$ cat src/design/adc_clkctl_defines.svh
// Purpose: offsets, field positions, reset values and timing counts for the clock control block
// Assumes: 32-bit apb data, one register per aligned word
// Notes: register offsets are byte addresses
`ifndef ADC_CLKCTL_DEFINES_SVH
`define ADC_CLKCTL_DEFINES_SVH

`define ACC_RATE_SEL_OFFSET 16'hE220
`define ACC_CLK_EN_OFFSET 16'hE280
`define ACC_RATE_SEL_RESET 5'h00
`define ACC_CLK_EN_RESET 9'h000
`define ACC_RATE_SEL_W 5
`define ACC_CLK_EN_W 9
`define ACC_EN_ROUTE 0
`define ACC_EN_SIN 1
`define ACC_EN_SOUT 2
`define ACC_EN_SRC_LO 3
`define ACC_EN_SRC_HI 4
`define ACC_EN_CORE 5
`define ACC_EN_RX 6
`define ACC_EN_TX 7
`define ACC_EN_AUX 8
`define ACC_SEL_NORMAL 5'h00
`define ACC_SEL_DUAL 5'h01
`define ACC_SEL_QUAD 5'h02
`define ACC_SEL_IN0 5'h03
`define ACC_SEL_OUT0 5'h0F
`define ACC_SEL_RX 5'h1B
`define ACC_BASE_MULT 56
`define ACC_NORMAL_IPS 3584
`define ACC_DUAL_IPS 1792
`define ACC_QUAD_IPS 896
`define ACC_NUM_PAIRS 12

`endif

$ cat src/design/acc_pkg.sv
// Purpose: types for the clock control block
// Assumes: nothing beyond the defines header
// Notes: structs group the strap pins and the gated clock enables
package acc_pkg;

  typedef struct packed {
    logic [2:0] ratio;
    logic [1:0] clock_out_pin;
  } acc_straps_s;

  typedef struct packed {
    logic aux;
    logic tx;
    logic rx;
    logic core;
    logic src_hi;
    logic src_lo;
    logic sout;
    logic sin;
    logic route;
  } acc_clk_en_s;

  typedef enum logic [1:0] {
    ACC_CO_OFF,
    ACC_CO_OSC,
    ACC_CO_256,
    ACC_CO_512
  } acc_clock_out_pin_e;

endpackage

$ cat src/design/acc_clock_control.sv
// Purpose: clock control: divider straps, clock-out select, start pulse select, clock gates
// Assumes: CLK_SYS_I is the master clock from the crystal input; all inputs synchronous to it
// Notes: the core-clock multiplier is analog; here a base-rate tick stands for the 64x clock
//
// How it works
// - ratio straps 000..100 pick divide by 1,2,4,6,8 to get 64x base clock.
// - normal rate gives core clock of 3584 cycles per sample by default.
// - internal dual rate is twice normal, quad rate four times normal.
// - clock-out straps pick off, oscillator, 256x or 512x normal rate.
// - each start pulse begins one core pass and sets its sample rate.
// - start pulse may come from three internal rates or 12 input frame clocks.
// - start pulse may come from any of 12 output frame clocks.
// - start pulse may come from the receiver's recovered frame clock.
// - writing rate select changes start pulse source and core speed.
// - clock enable bit 0 stops a subsystem clock, 1 supplies it.
// - bits 8, 7, 6 gate auxiliary converters, transmitter, receiver.
// - bit 5 gates the processing core clock.
// - bit 4 gates upper four rate converters, bit 3 the lower four.
// - bits 2, 1, 0 gate serial outputs, serial inputs, routing matrix.
// - five-bit select codes internal rates, input pairs, output pairs, receiver.
// - codes 11100 to 11111 give no start pulse, core stays idle.
`timescale 1ns/1ps
`include "adc_clkctl_defines.svh"

module acc_clock_control #(
  parameter int NUM_PAIRS = `ACC_NUM_PAIRS,
  parameter int BASE_MULT = `ACC_BASE_MULT
) (
  input wire logic CLK_SYS_I,
  input wire logic RST_B_I,
  input wire logic CLK_EN_I,
  input wire logic [2:0] RATIO_SELECT_I,
  input wire logic [1:0] CLOCK_OUT_SELECT_I,
  input wire logic [NUM_PAIRS-1:0] IN_FRAME_I,
  input wire logic [NUM_PAIRS-1:0] OUT_FRAME_I,
  input wire logic RX_FRAME_I,
  input wire logic PSEL_I,
  input wire logic PENABLE_I,
  input wire logic PWRITE_I,
  input wire logic [15:0] PADDR_I,
  input wire logic [31:0] PWDATA_I,
  output logic [31:0] PRDATA_O,
  output logic PREADY_O,
  output logic PSLVERR_O,
  output logic BASE_TICK_O,
  output logic CLOCK_OUT_PIN_O,
  output logic CORE_START_O,
  output logic [`ACC_CLK_EN_W-1:0] CLK_GATE_O,
  output logic [2:0] DIVIDER_O
);

  ////////////////////////////////////////////////////////////////////////////
  // strap capture and divider decode

  acc_pkg::acc_straps_s straps_reg;
  logic straps_taken_reg;
  logic [3:0] ratio_div;
  logic [`ACC_RATE_SEL_W-1:0] rate_sel_reg;
  acc_pkg::acc_clk_en_s clk_en_reg;

  function automatic logic [3:0] ratio_to_div(input logic [2:0] code);
    case (code)
      3'h0: ratio_to_div = 4'h1;
      3'h1: ratio_to_div = 4'h2;
      3'h2: ratio_to_div = 4'h4;
      3'h3: ratio_to_div = 4'h6;
      3'h4: ratio_to_div = 4'h8;
      default: ratio_to_div = 4'h1;
    endcase
  endfunction

  // capture happens one clock after release, never from the reset branch itself;
  // strap moves are only legal in reset, so later changes are ignored
  always_ff @(posedge CLK_SYS_I) begin
    if (!RST_B_I) begin
      straps_taken_reg <= 1'b0;
      straps_reg <= '0;
    end else if (CLK_EN_I && !straps_taken_reg) begin
      straps_taken_reg <= 1'b1;
      straps_reg.ratio <= RATIO_SELECT_I;
      straps_reg.clock_out_pin <= CLOCK_OUT_SELECT_I;
    end
  end

  assign ratio_div = ratio_to_div(straps_reg.ratio);

  always_ff @(posedge CLK_SYS_I) begin
    if (!RST_B_I) begin
      DIVIDER_O <= 3'h0;
    end else if (CLK_EN_I) begin
      DIVIDER_O <= straps_reg.ratio;
    end
  end

  ////////////////////////////////////////////////////////////////////////////
  // 64x base-rate tick and internal sample-rate ticks

  logic [3:0] div_cnt_reg;
  logic base_tick;
  logic [5:0] base_cnt_reg;
  logic [1:0] half_cnt_reg;

  assign base_tick = straps_taken_reg && (div_cnt_reg == ratio_div - 4'h1);

  always_ff @(posedge CLK_SYS_I) begin
    if (!RST_B_I) begin
      div_cnt_reg <= 4'h0;
    end else if (CLK_EN_I && straps_taken_reg) begin
      div_cnt_reg <= base_tick ? 4'h0 : div_cnt_reg + 4'h1;
    end
  end

  // 64 base ticks per normal sample; quad every 16, dual every 32
  always_ff @(posedge CLK_SYS_I) begin
    if (!RST_B_I) begin
      base_cnt_reg <= 6'h00;
    end else if (CLK_EN_I && base_tick) begin
      base_cnt_reg <= base_cnt_reg + 6'h01;
    end
  end

  // 256x/512x normal rate are 4x/8x base; emulated from a free-running system-clock counter
  always_ff @(posedge CLK_SYS_I) begin
    if (!RST_B_I) begin
      half_cnt_reg <= 2'h0;
    end else if (CLK_EN_I) begin
      half_cnt_reg <= half_cnt_reg + 2'h1;
    end
  end

  logic fs_normal;
  logic fs_dual;
  logic fs_quad;
  assign fs_normal = base_tick && (base_cnt_reg == 6'h3F);
  assign fs_dual = base_tick && (base_cnt_reg[4:0] == 5'h1F);
  assign fs_quad = base_tick && (base_cnt_reg[3:0] == 4'hF);

  always_ff @(posedge CLK_SYS_I) begin
    if (!RST_B_I) begin
      BASE_TICK_O <= 1'b0;
    end else if (CLK_EN_I) begin
      BASE_TICK_O <= base_tick;
    end
  end

  ////////////////////////////////////////////////////////////////////////////
  // clock-out pin

  always_ff @(posedge CLK_SYS_I) begin
    if (!RST_B_I) begin
      CLOCK_OUT_PIN_O <= 1'b0;
    end else if (CLK_EN_I) begin
      case (acc_pkg::acc_clock_out_pin_e'(straps_reg.clock_out_pin))
        acc_pkg::ACC_CO_OFF: CLOCK_OUT_PIN_O <= 1'b0;
        acc_pkg::ACC_CO_OSC: CLOCK_OUT_PIN_O <= ~CLOCK_OUT_PIN_O;
        acc_pkg::ACC_CO_256: CLOCK_OUT_PIN_O <= half_cnt_reg[1];
        acc_pkg::ACC_CO_512: CLOCK_OUT_PIN_O <= half_cnt_reg[0];
        default: CLOCK_OUT_PIN_O <= 1'b0;
      endcase
    end
  end

  ////////////////////////////////////////////////////////////////////////////
  // start pulse select

  logic [NUM_PAIRS-1:0] in_prev_reg;
  logic [NUM_PAIRS-1:0] out_prev_reg;
  logic rx_prev_reg;
  logic [NUM_PAIRS-1:0] in_rise;
  logic [NUM_PAIRS-1:0] out_rise;
  logic start_sel;

  always_ff @(posedge CLK_SYS_I) begin
    if (!RST_B_I) begin
      in_prev_reg <= '0;
      out_prev_reg <= '0;
      rx_prev_reg <= 1'b0;
    end else if (CLK_EN_I) begin
      in_prev_reg <= IN_FRAME_I;
      out_prev_reg <= OUT_FRAME_I;
      rx_prev_reg <= RX_FRAME_I;
    end
  end

  genvar g;
  generate
    for (g = 0; g < NUM_PAIRS; g++) begin : g_edge
      assign in_rise[g] = IN_FRAME_I[g] & ~in_prev_reg[g];
      assign out_rise[g] = OUT_FRAME_I[g] & ~out_prev_reg[g];
    end
  endgenerate

  always_comb begin
    logic [4:0] idx;
    idx = 5'h00;
    start_sel = 1'b0;
    if (rate_sel_reg == `ACC_SEL_NORMAL) begin
      start_sel = fs_normal;
    end else if (rate_sel_reg == `ACC_SEL_DUAL) begin
      start_sel = fs_dual;
    end else if (rate_sel_reg == `ACC_SEL_QUAD) begin
      start_sel = fs_quad;
    end else if (rate_sel_reg < `ACC_SEL_OUT0) begin
      idx = rate_sel_reg - `ACC_SEL_IN0;
      start_sel = in_rise[idx[3:0]];
    end else if (rate_sel_reg < `ACC_SEL_RX) begin
      idx = rate_sel_reg - `ACC_SEL_OUT0;
      start_sel = out_rise[idx[3:0]];
    end else if (rate_sel_reg == `ACC_SEL_RX) begin
      start_sel = RX_FRAME_I & ~rx_prev_reg;
    end else begin
      start_sel = 1'b0;
    end
  end

  // the core gets no start pulse while its own clock is gated off
  always_ff @(posedge CLK_SYS_I) begin
    if (!RST_B_I) begin
      CORE_START_O <= 1'b0;
    end else if (CLK_EN_I) begin
      CORE_START_O <= start_sel & clk_en_reg.core;
    end
  end

  ////////////////////////////////////////////////////////////////////////////
  // apb register file: zero wait states, pslverr on unmapped addresses

  logic apb_access;
  logic hit_rate;
  logic hit_en;
  assign apb_access = PSEL_I && PENABLE_I && CLK_EN_I;
  assign hit_rate = (PADDR_I == `ACC_RATE_SEL_OFFSET);
  assign hit_en = (PADDR_I == `ACC_CLK_EN_OFFSET);

  always_ff @(posedge CLK_SYS_I) begin
    if (!RST_B_I) begin
      rate_sel_reg <= `ACC_RATE_SEL_RESET;
    end else if (apb_access && PWRITE_I && hit_rate) begin
      rate_sel_reg <= PWDATA_I[`ACC_RATE_SEL_W-1:0];
    end
  end

  // writing this first after power-up is software's duty; the block imposes no order
  always_ff @(posedge CLK_SYS_I) begin
    if (!RST_B_I) begin
      clk_en_reg <= `ACC_CLK_EN_RESET;
    end else if (apb_access && PWRITE_I && hit_en) begin
      clk_en_reg <= PWDATA_I[`ACC_CLK_EN_W-1:0];
    end
  end

  // ready is combinational-free: registered as the setup phase is seen
  always_ff @(posedge CLK_SYS_I) begin
    if (!RST_B_I) begin
      PREADY_O <= 1'b0;
      PSLVERR_O <= 1'b0;
      PRDATA_O <= 32'h0000_0000;
    end else if (CLK_EN_I) begin
      PREADY_O <= PSEL_I && !PENABLE_I;
      PSLVERR_O <= PSEL_I && !PENABLE_I && !hit_rate && !hit_en;
      if (PSEL_I && !PENABLE_I && !PWRITE_I && hit_rate) begin
        PRDATA_O <= {27'h0, rate_sel_reg};
      end else if (PSEL_I && !PENABLE_I && !PWRITE_I && hit_en) begin
        PRDATA_O <= {23'h0, clk_en_reg};
      end else begin
        PRDATA_O <= 32'h0000_0000;
      end
    end
  end

  ////////////////////////////////////////////////////////////////////////////
  // subsystem clock gates

  always_ff @(posedge CLK_SYS_I) begin
    if (!RST_B_I) begin
      CLK_GATE_O <= `ACC_CLK_EN_RESET;
    end else if (CLK_EN_I) begin
      CLK_GATE_O[`ACC_EN_AUX] <= clk_en_reg.aux;
      CLK_GATE_O[`ACC_EN_TX] <= clk_en_reg.tx;
      CLK_GATE_O[`ACC_EN_RX] <= clk_en_reg.rx;
      CLK_GATE_O[`ACC_EN_CORE] <= clk_en_reg.core;
      CLK_GATE_O[`ACC_EN_SRC_HI] <= clk_en_reg.src_hi;
      CLK_GATE_O[`ACC_EN_SRC_LO] <= clk_en_reg.src_lo;
      CLK_GATE_O[`ACC_EN_SOUT] <= clk_en_reg.sout;
      CLK_GATE_O[`ACC_EN_SIN] <= clk_en_reg.sin;
      CLK_GATE_O[`ACC_EN_ROUTE] <= clk_en_reg.route;
    end
  end

  ////////////////////////////////////////////////////////////////////////////
  // checks

  gate_follow_a: assert property (@(posedge CLK_SYS_I) disable iff (!RST_B_I)
    CLK_EN_I |=> CLK_GATE_O == $past(clk_en_reg))
    else $error("clock gate does not follow enable register");

  start_gated_a: assert property (@(posedge CLK_SYS_I) disable iff (!RST_B_I)
    CORE_START_O |-> $past(clk_en_reg.core))
    else $error("start pulse while core clock is off");

  no_pulse_a: assert property (@(posedge CLK_SYS_I) disable iff (!RST_B_I)
    (rate_sel_reg > `ACC_SEL_RX) |-> !start_sel)
    else $error("start pulse from a disabling code");

  normal_rate_a: assert property (@(posedge CLK_SYS_I) disable iff (!RST_B_I)
    (fs_normal && CLK_EN_I) |=> !(fs_normal && CLK_EN_I) [*8])
    else $error("normal rate pulses too close");

  // a frozen tick must not look like a fresh pulse once the enable returns
  freeze_hold_a: assert property (@(posedge CLK_SYS_I) disable iff (!RST_B_I)
    !CLK_EN_I |=> $stable(CLOCK_OUT_PIN_O) && $stable(BASE_TICK_O))
    else $error("outputs moved while clock enable low");

  dual_rate_a: assert property (@(posedge CLK_SYS_I) disable iff (!RST_B_I)
    fs_normal |-> fs_dual && fs_quad)
    else $error("internal rates not aligned");

  divider_map_a: assert property (@(posedge CLK_SYS_I) disable iff (!RST_B_I)
    (straps_reg.ratio == 3'h3 && straps_taken_reg) |-> ratio_div == 4'h6)
    else $error("divide ratio decode wrong");

  strap_hold_a: assert property (@(posedge CLK_SYS_I) disable iff (!RST_B_I)
    $past(straps_taken_reg) |-> $stable(straps_reg))
    else $error("straps changed after capture");

  reserved_zero_a: assert property (@(posedge CLK_SYS_I) disable iff (!RST_B_I)
    PRDATA_O[31:9] == 23'h0)
    else $error("reserved bits read nonzero");

  rate_write_a: assert property (@(posedge CLK_SYS_I) disable iff (!RST_B_I)
    (apb_access && PWRITE_I && hit_rate) |=> rate_sel_reg == $past(PWDATA_I[4:0]))
    else $error("rate select write lost");

  off_quiet_a: assert property (@(posedge CLK_SYS_I) disable iff (!RST_B_I)
    (straps_taken_reg && straps_reg.clock_out_pin == 2'h0 && CLK_EN_I) |=> !CLOCK_OUT_PIN_O)
    else $error("clock-out active while disabled");

endmodule

$ cat config.mk
export PLATFORM = sky130hd
export DESIGN_NAME = acc_clock_control
export DESIGN_NICKNAME = d
export VERILOG_FILES = /design/src/design/acc_pkg.sv /design/src/design/acc_clock_control.sv
export VERILOG_INCLUDE_DIRS = /design/src /design/src/design
export SDC_FILE = /design/constraint.sdc
export NUM_CORES = 1
export LEC_CHECK = 0
export ABC_AREA = 1
export BUFFER_PORTS_ARGS = -buffer_cell sky130_fd_sc_hd__buf_2
export CAP_MARGIN = 20
export CELL_PAD_IN_SITES_DETAIL_PLACEMENT = 1
export CELL_PAD_IN_SITES_GLOBAL_PLACEMENT = 2
export CORE_MARGIN = 2
export CORE_UTILIZATION = 27
export CTS_CLUSTER_SIZE = 10
export DETAILED_ROUTE_END_ITERATION = 8
export PLACE_DENSITY_LB_ADDON = 0.1
export SLEW_MARGIN = 20
export SYNTH_ARGS = -nofsm -noshare
export SYNTH_HDL_FRONTEND = slang
export SYNTH_SLANG_ARGS = --single-unit
$ cat constraint.sdc
create_clock -name CLK_SYS_I -period 2.4 [get_ports CLK_SYS_I]
set_clock_uncertainty 0.05 [all_clocks]
set_input_delay 0.36 -clock CLK_SYS_I [delete_from_list [all_inputs] [get_ports CLK_SYS_I]]
set_output_delay 0.36 -clock CLK_SYS_I [all_outputs]
set_load 0.02 [all_outputs]
Yosys cells after proc, flatten, opt, wreduce, memory -nomap -nowiden. Cells that the tools add are included.

$add $sub $neg: 6. Bitwise operators: 52. $lt $le $gt $ge: 4. Mux-type cells: 15. Equal/unequal tests: 16. Reductions and logical operators: 25.

Operator list (count): $eq A16 B16 Y1 const B (2); $and A1 B1 Y1 (26); $not A1 Y1 (26); $logic_and A1 B1 Y1 (18); $mux W9 (2); $pmux W4 S4 (1); $eq A5 B5 Y1 const B (2); $lt A4 B5 Y1 const B (2); $bmux W1 S4 (2); $mux W1 (8); $add A6 B1 Y6 const B (1); $eq A3 B2 Y1 const B (2); $eq A6 B6 Y1 const B (1); $eq A5 B1 Y1 const B (1); $eq A5 B2 Y1 const B (1); $logic_not A1 Y1 (5); $logic_not A5 Y1 (1); $lt A5 B4 Y1 const B (1); $lt A5 B5 Y1 const B (1); $add A4 B1 Y4 const B (1); $eq A2 B2 Y1 const B (2); $eq A4 B4 Y1 (1); $eq A4 B4 Y1 const B (1); $mux W4 (1); 9 further kinds (9).

Bits of input ports: 84. Register bits: 106. Output and inout port bits: 49. Logic and storage cells: 145.

Longest topological paths before layout.
Depth in word-level cells: 10. Depth in mapped cells: 15. Mapped depth without buffers: 15.

Worst setup path after synthesis. OpenSTA, ideal clock, no wires.

Kind: register to register. Start point: register rate_sel_reg[0]. End point: register CORE_START_O. Stages on the path, launching flop included: 16. Path slack: 0.442 ns. Setup time: 0.131 ns. Data required time: 2.219 ns. Data arrival time: 1.778 ns. Cell sequence: dfxtp_1 -> inv_2 -> buf_4 -> ha_1 -> inv_1 -> nand3_1 -> nand3_1 -> nand3_1 -> nand2_1 -> nand2_1 -> nand2_1 -> nand2_1 -> nand2_1 -> nand2_1 -> nand2_1 -> a21oi_2.

Longest elaborated chain between the ends: 9. Elaborated cells on any way between the ends: 19. Classes of those cells: add/sub: 2; order compare: 2; eq/ne: 3; mux: 10; bitwise: 1; reduce/logical: 1.

RTL lines: from (decl) (line acc_clock_control.sv:58) `` logic [`ACC_RATE_SEL_W-1:0] rate_sel_reg; ``; from (signal assigned) (line acc_clock_control.sv:237) `` rate_sel_reg <= `ACC_RATE_SEL_RESET; ``; from (signal assigned) (line acc_clock_control.sv:239) `` rate_sel_reg <= PWDATA_I[`ACC_RATE_SEL_W-1:0]; ``; $sub A4 B4 Y4 (no line); $bmux W1 S4 (line acc_clock_control.sv:208) `start_sel = out_rise[idx[3:0]];`; $mux W1 (not written as such) (line acc_clock_control.sv:208); $mux W1 (line acc_clock_control.sv:206) `` end else if (rate_sel_reg < `ACC_SEL_RX) begin ``; $mux W1 (line acc_clock_control.sv:203) `` end else if (rate_sel_reg < `ACC_SEL_OUT0) begin ``; $mux W1 (line acc_clock_control.sv:201) `` end else if (rate_sel_reg == `ACC_SEL_QUAD) begin ``; $mux W1 (line acc_clock_control.sv:199) `` end else if (rate_sel_reg == `ACC_SEL_DUAL) begin ``; $mux W1 * (line acc_clock_control.sv:197) `` if (rate_sel_reg == `ACC_SEL_NORMAL) begin ``; $and A1 B1 Y1 * (line acc_clock_control.sv:221) `CORE_START_O <= start_sel & clk_en_reg.core;`; to (signal assigned) (line acc_clock_control.sv:221); to (decl) (line acc_clock_control.sv:47) `output logic CORE_START_O,`.

Mark *: on every way between the ends. The rest lies on a longest branch, timed or not. The select of a mux whose other input is x is not followed. A chain may end at the register's enable or synchronous reset.

Worst setup path in the final report.
Start point: register rate_sel_reg[1]. End point: register CORE_START_O.

Same word-level chain as after synthesis.

==> results.cfg <==
[outcome]
status = finished, final reports clean

[worst_setup_path]
critPathRequiredTime_ns = 2.58
worstPathArrival_ns = 2.16
crit_fanout = 6
cp_common_cell = nand2_1
endpoint_kind = flip-flop
critPathLaunch = rate_sel_reg[1]
critPathTopFamily = simple AND/OR/NAND/NOR gates
critPathBufInv = 2
path_cells = inv_1, ha_1, inv_1, nand3_1, nand3_1, nand3_1, nand2_1, nand2_1, nand2_1, nand2_1, nand2_1, nand2_1, nand2_1, a21oi_2
r2r-start = rate_sel_reg[1]
critPathKind = flip-flop to flip-flop
cpPeakStageDelay_ns = 0.37
critPathSlowestCell = dfxtp_1
crit_path_start_kind = flip-flop

[logic_synthesis]
ys_seq_area_share_pct = 41.53
ys_seq_elements = 83
synthSimpleGateAreaFrac_pct = 21.73
synth_top_family_by_area = simple AND/OR/NAND/NOR gates
avgSynthCellArea_um2 = 7.288
synth_edf_count = 0
synth_adder_area_share_pct = 2.189
syn_inst = 549
synth-compound-area-share_pct = 19.07
synth_xor_area_share_pct = 1.063
synth_mux_area_share_pct = 0
synthFlopType = dfxtp_1
synthArstFlopShare_pct = 0
synth.distinct_cells = 35
syn_area_um2 = 4001
yosysWarnings = 0

[global_routing]
grt_pass1_vias = 4001
grt_max_degree = 53
grt_pass1_wl_um = 19490
antenna_found_initial = 0
grt_usage_pct = 15.30
grt-ovfl-total = 0

[timing]
finalSetupViolCount = 0
fmax_mhz = 503.6
hold_viol_final = 0
setup_slack_ns = 0.4142
finalCritPeriodShare_pct = 82.74
fin_tns_setup_ns = 0
final-max-slew-violation-count = 0
relSlewSlack_pct = 48.55
min_period_ns = 1.986
worst_slew_pin_slew_ns = 0.7709
grt_setup_unrepaired = false

[drt]
drt_iter0_markers = 181
route.met3.wl_um = 499
post_drt_via_cell_ratio = 4.614
drtPass1Iterations = 4
remaining_drc_errors = 0
top_layer_used = met4
wl_met2_um = 5472
wl_um = 11690
wl_met1_um = 5525
avgRoutedWirePerCell_um = 14.28
ant_nets = 0
vias = 3779

[finish]
drive_gt1_share_pct = 19.84
utilization_pct = 33.41
finalNetCount = 723
final_common_cell = buf_2
mostFrequentLayoutCells = 86 x buf_2, 83 x dfxtp_1, 73 x nand2_1
area_delta_synth_final_pct = 20.89
final_area_um2 = 4837
n_antenna_cell = 0

[cts]
hold_buffers = 0
root_buffer = clkbuf_16
clk_pin_slew_ns = 0.06
cts_tree = built
cts.sinks = 83
cts_resized = 0
cts_setup_buffers = 0
clock_path_buffers = 2
cts_max_level = 3
clk_latency_ns = 0.34
cts_made_buffers = 9

[floorplan]
dieWidth_um = 125.7
io_pins = 133
core_region_area_um2 = 14480
fp.dieArea_um2 = 15810
start_util_pct = 27.64
die_h_um = 125.7
rows = 44

[power_and_ir_drop]
p_total_mw = 3.181
ir_drop_v = 0.0002892
leakage_nw = 2.215
power.density_nw_per_um2 = 657.6

[placed_design]
pre_cts_ws_ns = 0.3647
placed_area_um2 = 4554
io_buffers = 86
place_congestion = 0.7695
dp_hpwl_um = 8630

[min_path]
min_path_type = input port to flip-flop
min_from = PWDATA_I[8]

[job]
cap_violations = 0
-- power breakdown --
| group | leakage [nW] | internal, mW | switching [mW] | total (mW) |
|---|---|---|---|---|
| logic | 1.39 | 0.119 | 0.234 | 0.353 |
| registers | 0.680 | 1.44 | 0.0288 | 1.47 |
| clock network | 0.141 | 0.820 | 0.542 | 1.36 |
-- through the flow --
stage	cells	hold WS [ns]
final	819	0.2285
after global routing	819	0.2327
after CTS	819	0.2159
after detailed placement	805	0.4012
after global placement	805	0.3915
after floorplan	571	0.3792
-- synth_stat cells (all sizes together), types with 5 or more instances --
master	count	share of area [%]
inv	79	7.4
ha	7	2.2
nor2	37	4.0
nand4	8	1.3
a211oi	10	1.9
clkbuf	19	1.8
o21ai	53	6.7
buf	28	5.0
a21oi	65	8.3
nand3	60	7.8
nor3	5	0.63
dfxtp	83	42
nand2	73	6.8
-- cells by family (layout without fill, tap and decap cells) --
kind of cell | count (synthesis) | in the layout
adders and majority gates | 7 | 7
DFF | 83 | 83
AOI/OAI and AO/OA | 139 | 139
xor gates and xnor gates | 4 | 4
buffers and inverters | 127 | 191
other | 1 | 23
and+or+nand+nor | 188 | 188
-- worst min-delay path: stages --
cell     delay, ns
buf_2         0.10
nand2_1       0.06
a21oi_1       0.05
-- final timing paths --
kind | slack, ns | end | cells after the start
hold reg to reg | 0.41 | out_prev_reg[0] | 2
setup reg to reg | 0.41 | CORE_START_O | 14
setup / recovery | 0.41 | CORE_START_O | 14
hold / removal | 0.23 | clk_en_reg[8] | 3
-- per-layer routing --
layer  global-route usage, %  vias up
li1                        -     1934
met1                   19.13     1768
met2                   25.85       66
met3                   3.568       11
met4                   5.495        0
met5                       0        -
-- area by class of cell --
class | instances | area (µm²)
inverters | 80 | 300.3
fillers | 1836 | 9642
clock inverters | 3 | 40.04
flip-flops and latches | 83 | 1662
well taps | 184 | 230.2
multi-input cells | 361 | 1849
repair buffers | 97 | 513.0
clock buffers | 11 | 242.7
Power figures use the tool's default switching activity.
